## config.mk

```make
export PLATFORM = sky130hd
export DESIGN_NAME = smrl_supply_monitor
export DESIGN_NICKNAME = d
export VERILOG_FILES = /design/src/hdl/smrl_pkg.sv /design/src/hdl/smrl_supply_monitor.sv /design/src/hdl/smrl_pin_filter.sv
export SDC_FILE = /design/constraint.sdc
export NUM_CORES = 1
export LEC_CHECK = 0
export BUFFER_PORTS_ARGS = -buffer_cell sky130_fd_sc_hd__clkbuf_2
export CORE_ASPECT_RATIO = 1.1
export CORE_MARGIN = 2
export CORE_UTILIZATION = 55
export CTS_CLUSTER_SIZE = 12
export DETAILED_ROUTE_END_ITERATION = 8
export GPL_TIMING_DRIVEN = 0
export PLACE_DENSITY = 0.75
export SKIP_CTS_REPAIR_TIMING = 1
export SYNTH_ARGS = -nofsm -noshare
export SYNTH_HDL_FRONTEND = slang
export SYNTH_SLANG_ARGS = --single-unit
```

## constraint.sdc

```tcl
create_clock -name clk -period 10.95 [get_ports clk]
set_clock_uncertainty 0.15 [all_clocks]
set_input_delay 2.19 -clock clk [delete_from_list [all_inputs] [get_ports clk]]
set_output_delay 2.19 -clock clk [all_outputs]
set_load 0.05 [all_outputs]
```

## src/hdl/smrl_pkg.sv

```systemverilog
`default_nettype none
package smrl_pkg;

  ////////////////////////////////////////////////////////////////////////////
  // clock and time base
  localparam int unsigned CLK_HZ = 20_000_000;
  localparam int unsigned CLK_PER_US = CLK_HZ / 1_000_000;
  localparam int unsigned CLK_PER_MS = CLK_HZ / 1_000;

  localparam int unsigned MIN_TIMEOUT_US = 400;
  localparam int unsigned INT_TIMEOUT_MS = 200;
  // external timeout: 9 ms per nF, capacitance held in tenths of a nF
  localparam int unsigned EXT_US_PER_NF = 9000;
  localparam int unsigned EXT_US_PER_TENTH_NF = EXT_US_PER_NF / 10;
  localparam int unsigned FILTER_US = 20;
  localparam int unsigned HYST_US = 10;

  localparam int unsigned CYC_MIN_TIMEOUT = MIN_TIMEOUT_US * CLK_PER_US;
  localparam int unsigned CYC_INT_TIMEOUT = INT_TIMEOUT_MS * CLK_PER_MS;
  localparam int unsigned CYC_PER_TENTH_NF = EXT_US_PER_TENTH_NF * CLK_PER_US;
  localparam int unsigned CYC_FILTER = FILTER_US * CLK_PER_US;
  localparam int unsigned CYC_HYST = HYST_US * CLK_PER_US;

  ////////////////////////////////////////////////////////////////////////////
  // register map
  localparam logic [7:0] REG_CTRL_OFS = 8'h00;
  localparam logic [7:0] REG_STATUS_OFS = 8'h04;
  localparam logic [7:0] REG_TIMER_OFS = 8'h08;
  localparam logic [7:0] REG_TERM_OFS = 8'h0C;
  localparam int unsigned CAP_W = 14;
  // 2.2 nF
  localparam logic [13:0] CAP_TENTHS_RST = 14'h0016;

  localparam logic [1:0] HTRANS_NONSEQ = 2'h2;
  localparam logic HRESP_OKAY = 1'h0;

  ////////////////////////////////////////////////////////////////////////////
  // types
  typedef enum logic [1:0] {
    ST_LOCKOUT = 2'b00,
    ST_WAIT = 2'b01,
    ST_TIMING = 2'b10,
    ST_RELEASED = 2'b11
  } smrl_state_t;

  typedef enum logic [1:0] {
    MODE_EXT = 2'b00,
    MODE_MIN = 2'b01,
    MODE_INT = 2'b10,
    MODE_CMP = 2'b11
  } smrl_mode_t;

  typedef struct packed {
    logic hsel;
    logic [31:0] haddr;
    logic [1:0] htrans;
    logic hwrite;
    logic [2:0] hsize;
    logic [31:0] hwdata;
    logic hready;
  } smrl_ahb_req_t;

endpackage : smrl_pkg
`default_nettype wire

```

## src/hdl/smrl_supply_monitor.sv

```systemverilog
// Function
// RULE1 - reset low on any invalid input or supply lockout
// RULE2 - after all inputs valid, hold reset for the selected timeout
// RULE3 - capacitor timeout scales at nine milliseconds per nanofarad
// RULE4 - open timeout pin gives minimum timeout near 400 us
// RULE5 - grounded timeout pin gives fixed internal 200 ms timeout
// RULE6 - timeout pin at supply: comparator mode, no timer delay
// RULE7 - select: supply both positive, open A positive B negative, ground both negative
// RULE8 - polarity and timer set up only after supply lockout clears
// RULE9 - hold reset and defer timeout until every input is valid
// RULE10 - reset output only pulls low; pull-up is external
// RULE11 - outside party keeps timeout capacitor at or below 1 uF
// RULE12 - unused input A tied to reference, only with A positive
// RULE13 - unused input B tied to ground, only with B negative
// RULE14 - invalid input during timeout clears timer; restart from zero
// RULE15 - comparator results pass a glitch filter first
// RULE16 - hysteresis only in comparator mode, only toward valid
// RULE17 - validity, select and timeout levels synchronised before use
// RULE18 - each timeout is a cycle counter with per-mode terminal count
`timescale 1ns/1ps
`default_nettype none
module smrl_supply_monitor #(
  parameter int unsigned MIN_CYCLES = smrl_pkg::CYC_MIN_TIMEOUT,
  parameter int unsigned INT_CYCLES = smrl_pkg::CYC_INT_TIMEOUT,
  parameter int unsigned TENTH_NF_CYCLES = smrl_pkg::CYC_PER_TENTH_NF,
  parameter int unsigned FILT_CYCLES = smrl_pkg::CYC_FILTER,
  parameter int unsigned HYST_CYCLES = smrl_pkg::CYC_HYST,
  parameter int unsigned CNT_W = 32
) (
  // clock and reset
  input wire logic clk,
  input wire logic rst,
  // digitised comparator and lockout levels
  input wire logic aboveA,
  input wire logic aboveB,
  input wire logic supplyLow,
  // three-state select, decoded
  input wire logic selHigh,
  input wire logic selLow,
  // timeout control pin, decoded
  input wire logic tmrHigh,
  input wire logic tmrLow,
  input wire logic tmrCapSeen,
  // AHB-Lite slave
  input wire smrl_pkg::smrl_ahb_req_t ahbReq,
  output logic [31:0] hrdata,
  output logic hreadyout,
  output logic hresp,
  // open-drain system reset
  output logic rstNOut,
  output logic rstNOe
);
  import smrl_pkg::*;

  localparam int unsigned NPIN = 8;
  localparam int unsigned FILT_W = 16;
  localparam int unsigned IDX_A = 0;
  localparam int unsigned IDX_B = 1;
  localparam int unsigned IDX_SUP = 2;
  localparam int unsigned IDX_SELH = 3;
  localparam int unsigned IDX_SELL = 4;
  localparam int unsigned IDX_TMRH = 5;
  localparam int unsigned IDX_TMRL = 6;
  localparam int unsigned IDX_CAP = 7;

  typedef struct packed {
    smrl_state_t state;
    smrl_mode_t mode;
    logic polNegA;
    logic polNegB;
    logic [CNT_W-1:0] timer;
    logic [CAP_W-1:0] capTenths;
    logic rstAssert;
    logic busPend;
    logic busWrite;
    logic [7:0] busAddr;
    logic [31:0] rdata;
  } smrl_core_t;

  smrl_core_t core_ff;
  smrl_core_t nxt_core;

  logic [NPIN-1:0] pinVec;
  logic [NPIN-1:0] invVec;
  logic [NPIN-1:0] hystVec;
  logic [NPIN-1:0] lvl;
  logic validA;
  logic validB;
  logic supplyOk;
  logic allValid;
  logic cmpMode;
  logic [CNT_W-1:0] termExt;
  logic [CNT_W-1:0] termCount;
  logic addrPhase;
  logic [31:0] statusWord;

  ////////////////////////////////////////////////////////////////////////////
  // pin conditioning
  // lockout flag enters inverted so a filter fresh out of reset reads supply bad
  assign pinVec = {tmrCapSeen, tmrLow, tmrHigh, selLow, selHigh, ~supplyLow, aboveB, aboveA};
  assign cmpMode = (core_ff.mode == MODE_CMP);

  assign invVec = {5'h00, 1'b0, core_ff.polNegB, core_ff.polNegA};
  assign hystVec = {5'h00, {3{cmpMode}}};

  genvar gi;
  generate
    for (gi = 0; gi < NPIN; gi = gi + 1)
    begin : g_pin
      // RULE17 - every pin synchronised
      smrl_pin_filter #(
        .FILT_CYCLES(FILT_CYCLES),
        .HYST_CYCLES(HYST_CYCLES),
        .CNT_W(FILT_W)
      ) u_filt (
        .clk(clk),
        .rst(rst),
        .pinIn(pinVec[gi]),
        .invert(invVec[gi]),
        .hystEn(hystVec[gi]),
        .levelOut(lvl[gi])
      );
    end
  endgenerate

  assign validA = lvl[IDX_A];
  assign validB = lvl[IDX_B];
  assign supplyOk = lvl[IDX_SUP];
  // RULE1 - combined validity
  assign allValid = validA & validB & supplyOk;

  ////////////////////////////////////////////////////////////////////////////
  // terminal counts
  // RULE3 - capacitor scaled count
  assign termExt = CNT_W'(core_ff.capTenths) * CNT_W'(TENTH_NF_CYCLES);

  // RULE18 - per-mode terminal count
  always_comb
  begin
    case (core_ff.mode)
      MODE_EXT:
      begin
        // a capacitor too small to beat the open-pin time acts as open
        termCount = (termExt < CNT_W'(MIN_CYCLES)) ? CNT_W'(MIN_CYCLES) : termExt;
      end
      // RULE4 - open pin minimum
      MODE_MIN: termCount = CNT_W'(MIN_CYCLES);
      // RULE5 - internal fixed timeout
      MODE_INT: termCount = CNT_W'(INT_CYCLES);
      default: termCount = CNT_W'(1);
    endcase
  end

  ////////////////////////////////////////////////////////////////////////////
  // bus decode
  assign addrPhase = ahbReq.hsel && ahbReq.hready && (ahbReq.htrans == HTRANS_NONSEQ);

  assign statusWord = {
    20'h00000,
    core_ff.state,
    core_ff.mode,
    core_ff.polNegB,
    core_ff.polNegA,
    supplyOk,
    validB,
    validA,
    allValid,
    core_ff.rstAssert,
    1'b0
  };

  ////////////////////////////////////////////////////////////////////////////
  // next state
  always_comb
  begin
    nxt_core = core_ff;

    case (core_ff.state)
      ST_LOCKOUT:
      begin
        nxt_core.timer = '0;
        // RULE8 - set up after lockout
        if (supplyOk)
        begin
          // RULE7 - select decode
          if (lvl[IDX_SELH])
          begin
            nxt_core.polNegA = 1'b0;
            nxt_core.polNegB = 1'b0;
          end
          else if (lvl[IDX_SELL])
          begin
            nxt_core.polNegA = 1'b1;
            nxt_core.polNegB = 1'b1;
          end
          else
          begin
            nxt_core.polNegA = 1'b0;
            nxt_core.polNegB = 1'b1;
          end
          // RULE6 - supply tie wins
          if (lvl[IDX_TMRH])
          begin
            nxt_core.mode = MODE_CMP;
          end
          else if (lvl[IDX_TMRL])
          begin
            nxt_core.mode = MODE_INT;
          end
          else if (lvl[IDX_CAP])
          begin
            nxt_core.mode = MODE_EXT;
          end
          else
          begin
            nxt_core.mode = MODE_MIN;
          end
          nxt_core.state = ST_WAIT;
        end
      end
      ST_WAIT:
      begin
        nxt_core.timer = '0;
        // RULE9 - defer until all valid
        if (allValid)
        begin
          // RULE6 - no delay in comparator mode
          nxt_core.state = cmpMode ? ST_RELEASED : ST_TIMING;
        end
      end
      ST_TIMING:
      begin
        // RULE14 - restart on invalid
        if (!allValid)
        begin
          nxt_core.timer = '0;
          nxt_core.state = ST_WAIT;
        end
        // RULE2 - timeout elapsed
        else if (core_ff.timer >= termCount - 1'b1)
        begin
          nxt_core.timer = '0;
          nxt_core.state = ST_RELEASED;
        end
        else
        begin
          nxt_core.timer = core_ff.timer + 1'b1;
        end
      end
      ST_RELEASED:
      begin
        nxt_core.timer = '0;
        if (!allValid)
        begin
          nxt_core.state = ST_WAIT;
        end
      end
      default:
      begin
        nxt_core.timer = '0;
        nxt_core.state = ST_LOCKOUT;
      end
    endcase

    // lockout overrides whatever the sequence was doing
    if (!supplyOk)
    begin
      nxt_core.timer = '0;
      nxt_core.state = ST_LOCKOUT;
    end

    // RULE1 - assert unless released
    nxt_core.rstAssert = (nxt_core.state != ST_RELEASED);

    // data phase of a write
    if (core_ff.busPend && core_ff.busWrite && core_ff.busAddr == REG_CTRL_OFS)
    begin
      nxt_core.capTenths = ahbReq.hwdata[CAP_W-1:0];
    end

    nxt_core.busPend = addrPhase;
    nxt_core.busWrite = addrPhase && ahbReq.hwrite;
    nxt_core.busAddr = addrPhase ? ahbReq.haddr[7:0] : core_ff.busAddr;

    // read data staged in the address phase, unmapped reads give zero
    nxt_core.rdata = 32'h00000000;
    if (addrPhase && !ahbReq.hwrite && ahbReq.haddr[31:8] == 24'h000000)
    begin
      case (ahbReq.haddr[7:0])
        REG_CTRL_OFS: nxt_core.rdata = {{(32 - CAP_W){1'b0}}, core_ff.capTenths};
        REG_STATUS_OFS: nxt_core.rdata = statusWord;
        REG_TIMER_OFS: nxt_core.rdata = 32'(core_ff.timer);
        REG_TERM_OFS: nxt_core.rdata = 32'(termCount);
        default: nxt_core.rdata = 32'h00000000;
      endcase
    end
  end

  ////////////////////////////////////////////////////////////////////////////
  // state register
  always_ff @(posedge clk or posedge rst)
  begin
    if (rst)
    begin
      core_ff.state <= ST_LOCKOUT;
      core_ff.mode <= MODE_MIN;
      core_ff.polNegA <= 1'b0;
      core_ff.polNegB <= 1'b0;
      core_ff.timer <= '0;
      core_ff.capTenths <= CAP_TENTHS_RST;
      core_ff.rstAssert <= 1'b1;
      core_ff.busPend <= 1'b0;
      core_ff.busWrite <= 1'b0;
      core_ff.busAddr <= 8'h00;
      core_ff.rdata <= 32'h00000000;
    end
    else
    begin
      core_ff <= nxt_core;
    end
  end

  ////////////////////////////////////////////////////////////////////////////
  // outputs
  // zero wait states keep the slave simple; every access completes at once
  assign hreadyout = 1'b1;
  assign hresp = HRESP_OKAY;
  assign hrdata = core_ff.rdata;

  // RULE10 - open drain, low only
  assign rstNOut = 1'b0;
  assign rstNOe = core_ff.rstAssert;

endmodule : smrl_supply_monitor
`default_nettype wire

```

## src/hdl/smrl_pin_filter.sv

```systemverilog
`timescale 1ns/1ps
`default_nettype none
module smrl_pin_filter #(
  parameter int unsigned FILT_CYCLES = smrl_pkg::CYC_FILTER,
  parameter int unsigned HYST_CYCLES = smrl_pkg::CYC_HYST,
  parameter int unsigned CNT_W = 16
) (
  // clock and reset
  input wire logic clk,
  input wire logic rst,
  // pin level and how to read it
  input wire logic pinIn,
  input wire logic invert,
  input wire logic hystEn,
  // filtered, possibly inverted level
  output logic levelOut
);
  import smrl_pkg::*;

  typedef struct packed {
    logic [2:0] sync;
    logic level;
    logic [CNT_W-1:0] cnt;
  } smrl_filt_t;

  smrl_filt_t cur_ff;
  smrl_filt_t nxt_cur;

  always_comb
  begin
    logic toValid;
    logic [CNT_W-1:0] limit;
    toValid = 1'b0;
    limit = CNT_W'(FILT_CYCLES);
    nxt_cur = cur_ff;
    nxt_cur.sync = {cur_ff.sync[1:0], pinIn};
    // RULE15 - glitch filter
    if (cur_ff.sync[2] == cur_ff.sync[1] && cur_ff.sync[2] != cur_ff.level)
    begin
      toValid = cur_ff.sync[2] ^ invert;
      // RULE16 - hysteresis on rise
      if (hystEn && toValid)
      begin
        limit = CNT_W'(FILT_CYCLES + HYST_CYCLES);
      end
      if (cur_ff.cnt >= limit - 1'b1)
      begin
        nxt_cur.level = cur_ff.sync[2];
        nxt_cur.cnt = '0;
      end
      else
      begin
        nxt_cur.cnt = cur_ff.cnt + 1'b1;
      end
    end
    else
    begin
      // any disagreement or return restarts the qualifying time
      nxt_cur.cnt = '0;
    end
  end

  // RULE17 - pin synchroniser
  always_ff @(posedge clk or posedge rst)
  begin
    if (rst)
    begin
      cur_ff <= '0;
    end
    else
    begin
      cur_ff <= nxt_cur;
    end
  end

  assign levelOut = cur_ff.level ^ invert;

endmodule : smrl_pin_filter
`default_nettype wire

```

# Word-level counts from Yosys, hierarchy flattened
# Cells that the tools add are included.
# Widths: inputs -> output; s select.
dict set report word_totals {
  out_inout_bits 36
  elab_cells 179
  register_bits 255
}
dict set report op_classes {
  bitwise_logic 7
  magnitude_cmp 10
  n_mux 47
  mul 1
  n_addsub 18
  reduce_logical 34
  eq_ne 27
}
# op n
set op_table {}
lappend op_table {{$mux 16} 24}
lappend op_table {{$add 16x1->16 const B} 8}
lappend op_table {{$ge 16x16->1} 8}
lappend op_table {{$mux 32} 4}
lappend op_table {{$pmux 32 s4} 1}
lappend op_table {{$sub 16x1->16 const B} 8}
lappend op_table {{$pmux 29 s3} 1}
lappend op_table {{$pmux 32 s2} 1}
lappend op_table {{$add 32x1->32 const B} 1}
lappend op_table {{$ge 32x32->1} 1}
lappend op_table {{$sub 32x1->32 const B} 1}
lappend op_table {{$mux 10} 3}
lappend op_table {{$lt 29x13->1 const B} 1}
lappend op_table {{$mux 29} 1}
lappend op_table {{$mul 14x11->25 const B} 1}
lappend op_table {{$logic_not 24->1} 1}
lappend op_table {{$logic_and 1x1->1} 18}
lappend op_table {{$mux 2} 9}
lappend op_table {{$reduce_and 2->1} 9}
lappend op_table {{$eq 8x4->1 const B} 2}
lappend op_table {{$logic_not 8->1} 2}
lappend op_table {{$eq 2x2->1 const B} 5}
lappend op_table {{$eq 1x1->1} 8}
lappend op_table {{$eq 8x3->1 const B} 1}
lappend op_table {{11 further kinds} 25}

# Depth between registers and ports, before layout
dict set report depth {
  word_depth 11
  depth_mapped 37
  mapped_depth_nobuf 33
}

# Hierarchy
# A second synthesis with hierarchy kept.
dict set report unflattened {
  hier_cells 1716
  hier_area_um2 16827.4
}
# mod cells_per_inst area_per_inst_um2 n_inst seq_area_each_um2
set by_module_without_submodules {}
lappend by_module_without_submodules {smrl_supply_monitor 1004 9019.9 1 2383.5}
lappend by_module_without_submodules {smrl_pin_filter 89 975.9 8 500.5}

# Least setup slack after synthesis
# No wires, ideal clock.
dict set report synth_path {
  path_type {flip-flop to flip-flop}
  start {register core_ff[48] (netlist name)}
  end {register core_ff[61] (netlist name)}
  n_path_buf 2
  path_slack_ps 2638
  stages_incl_launch_ff 36
  t_required_ps 10728
  arrival_time_ps 8090
  path_cell_list {dfrtp_1 > ha_1 > ha_1 > inv_1 > fa_1 > inv_1 > fa_1 > inv_1 > fa_1 > inv_1 > ha_1 > and3_1 > a221o_1 > a31oi_2 > o31ai_1 > xor2_1 > or4_1 > nor4_1 > a21oi_1 > and4_1 > buf_4 > and2_4 > a311o_1 > ha_1 > a21o_1 > a21o_1 > a21o_1 > a21oi_1 > nor2b_1 > o21ai_0 > nand2b_1 > a221o_1 > a31oi_1 > o31ai_1 > clkbuf_1 > nor2_1}
}
# item line_no
set synth_lines {}
lappend synth_lines {{start: declaration} smrl_supply_monitor.sv:80} ;# smrl_core_t core_ff;
lappend synth_lines {{start signal: assignment} smrl_supply_monitor.sv:319} ;# core_ff <= nxt_core;

==> flow_metrics.py <==
metrics = {
    "cts": {
        "cts.sinks": 255,
        "clk_latency_ns": 0.56,
        "cts_root_buffer": "clkbuf_16",
        "clkTransAtPathRegs_ns": 0.06,
        "cts_buffers": 27,
        "cts.path.max_buffers": 3,
        "cts_tree": "done",
        "htree_levels": 1,
    },
    "drt": {
        "ant_nets": 0,
        "drc": 0,
        "totalWireLength_um": 32700,
        "vias": 11400,
        "drt-pass1-iter-count": 5,
        "drt-initial-drc-count": 798,
        "routedWlPerCell_um": 15.7,
        "via_per_inst": 5.47,
    },
    "logic_synthesis": {
        "syn_avg_cell_area_um2": 9.81,
        "synth_top_family_by_area": "simple AND/OR/NAND/NOR gates",
        "synth-compound-area-share_pct": 10.5,
        "seq_area_frac_synth_pct": 42.1,
        "synth-edff-count": 0,
        "synth_simple_gate_area_share_pct": 17.7,
        "ys_warn_count": 0,
        "ys_types": 70,
        "synth_cells": 1546,
        "yosys_most_used_dff": "dfrtp_1",
        "syn_area_mm2": 0.0152,
        "async_reset_ff_share_pct": 100,
        "synth_fa_ha_area_share_pct": 15.9,
        "synthMuxAreaShare_pct": 2.05,
        "synth_seq_cells": 255,
        "synth-xor-area-share_pct": 6.81,
    },
    "die": {
        "rows": 63,
        "die_w_um": 162,
        "boundaryPins": 118,
        "die_h_um": 178,
        "core-area_mm2": 0.0270,
        "initial_core_util_pct": 56.1,
        "dieArea_mm2": 0.0289,
    },
    "power_and_ir_drop": {
        "p_per_area_mw_per_mm2": 188,
        "leakage_nw": 8.44,
        "ir_drop_mv": 0.136,
        "total_power_mw": 3.22,
    },
    "critical_path": {
        "ff2ff_setup_slack_ns": 1.25,
        "critical_path_class": "flip-flop to flip-flop",
        "crit_start": "core_ff[48]",
        "r2r-start": "core_ff[48]",
        "r2r-end": "core_ff[86]",
        "cp_slowest_cell": "o31ai_1",
        "cp-end-kind": "flip-flop",
        "r2r_cells": 35,
        "worst_path_largest_cell_delay_ns": 0.85,
        "worstSetupStartpointType": "flip-flop",
        "crit_path_max_fanout": 10,
        "endpoint": "core_ff[86]",
        "crit_required_ns": 11.21,
        "cp.arrival_ns": 9.96,
    },
    "run_status": {
        "status": "finished clean",
    },
    "min_path": {
        "hold_class": "flip-flop to flip-flop",
    },
    "cells_and_area": {
        "nets": 1977,
        "fill_cells": 2259,
        "syn_to_final_growth_pct": 13.0,
        "regArea_mm2": 0.00639,
        "drive_above_1_share_pct": 12.4,
        "multi_input_area_mm2": 0.00823,
        "n_antenna_cell": 0,
    },
    "global_route": {
        "grt_max_degree": 136,
        "grt_remaining_overflow": 0,
        "antenna_found_initial": 0,
        "grt_pass1_wl_um": 54500,
        "grt_pass1_vias": 11200,
        "grt_use_total_pct": 23.2,
    },
    "sta": {
        "drv_slew": 0,
        "tns_ns": 0,
        "min_period_ns": 9.70,
        "finalSetupViolCount": 0,
        "worst_pin_slew_ns": 0.997,
        "slew_headroom_pct": 33.0,
        "fmax_mhz": 103,
        "setup_ws_ns": 1.25,
        "timing.final.crit_share_pct": 88.6,
        "final-hold-violation-count": 0,
        "grt_setup_unrepaired": "false",
    },
    "job": {
        "max-cap-violations": 0,
    },
    "placed_design": {
        "place.port_buffers": 91,
        "place.gp.congestion": 0.905,
        "dp_slack_ns": 1.32,
        "dp_hpwl_um": 24600,
    },
}
cell usage in the layout, fill, tap and decap left out, types with 33 or more instances in the layout:
cell type,count
a21oi_1,55
nand3_1,45
ha_1,150
xor2_1,63
xnor2_1,53
clkbuf_1,40
dfrtp_1,250
and3_1,48
o21ai_0,57
inv_1,80
nand4_1,36
nand2_1,138
buf_4,38
nor2_1,198
clkbuf_2,91
a21o_1,33
conb_1,53
flip-flops by register name, indices dropped and copies added, names as in the netlist:
| name | cells |
|---|---|
| rstNOe | 1 |
| g_pin.u_filt.cur_ff | 160 |
| core_ff | 62 |
| hrdata | 32 |
per-layer routing:
layer	share of wire, %	vias up	GRT usage (%)
met2	47	283	39.9
li1	-	5613	-
met3	5.6	37	3.23
met5	0	-	0
met1	45	5515	31.5
met4	1.7	0	5.27
final cells by class:
cell class,count,area share (%)
Multi-Input combinational cell,1188,48.0
Sequential cell,255,37.3
Clock buffer,40,4.52
Timing Repair Buffer,92,2.82
Tap cell,357,2.61
Buffer,72,2.48
Inverter,82,1.84
Clock inverter,6,0.431
worst min-delay path by stage:
stage	startpoint	endpoint	depth (start not counted)
2_1_floorplan	g_pin[0].u_filt.cur_ff[17]	g_pin[0].u_filt.cur_ff[18]	0
3_3_place_gp	g_pin[6].u_filt.cur_ff[17]	g_pin[6].u_filt.cur_ff[18]	0
3_5_place_dp	g_pin[0].u_filt.cur_ff[17]	g_pin[0].u_filt.cur_ff[18]	0
4_1_cts	g_pin[6].u_filt.cur_ff[17]	g_pin[6].u_filt.cur_ff[18]	0
5_1_grt	g_pin[5].u_filt.cur_ff[17]	g_pin[5].u_filt.cur_ff[18]	0
6_report	g_pin[6].u_filt.cur_ff[17]	g_pin[6].u_filt.cur_ff[18]	0
cell usage after synthesis, drive strengths merged, types with 16 or more instances:
cell type,count,area [um^2]
dfrtp,250,6260
nor2,198,743
ha,150,1880
nand2,138,518
inv,81,304
xor2,64,568
o21ai,61,309
a21oi,55,275
xnor2,53,464
and3,48,300
nand3,45,225
buf,40,305
nand4,36,225
a21o,33,248
clkbuf,32,120
fa,27,541
a31oi,20,131
nor4,19,119
nor2b,18,113
nor3,17,85.1
mux2,16,180
critical path, delay by kind of cell (launching register included):
kind | cells | cell delay (ns)
AO/OA/AOI/OAI | 13 | 2.83
flip-flops | 1 | 0.65
buffers and inverters | 6 | 0.86
adder cells (fa/ha/maj) | 7 | 2.81
XOR/XNOR | 1 | 0.26
AND/OR/NAND/NOR | 8 | 1.99
through the flow:
step	util, %	area, um^2	std cells	hold slack (ns)
final	63.4	17100	2092	0.196
after floorplan	-	15400	1597	0.181
after global routing	63.4	17100	2092	0.209
after CTS	63.4	17100	2092	0.200
after global placement	60.1	16300	2045	0.184
after detailed placement	60.2	16300	2046	0.187
kinds of logic after synthesis:
group / after synthesis
simple gates: 568
fa+ha+maj: 177
mux: 29
compound gates: 244
other cells: 2
buf+inv: 154
xor+xnor: 117
flops: 255
power breakdown:
part           switching (mW)  internal, mW
Sequential             0.0404         0.979
Combinational           0.810         0.506
Clock                   0.369         0.512
Total                    1.22          2.00
(Power assumes the default switching activity.)
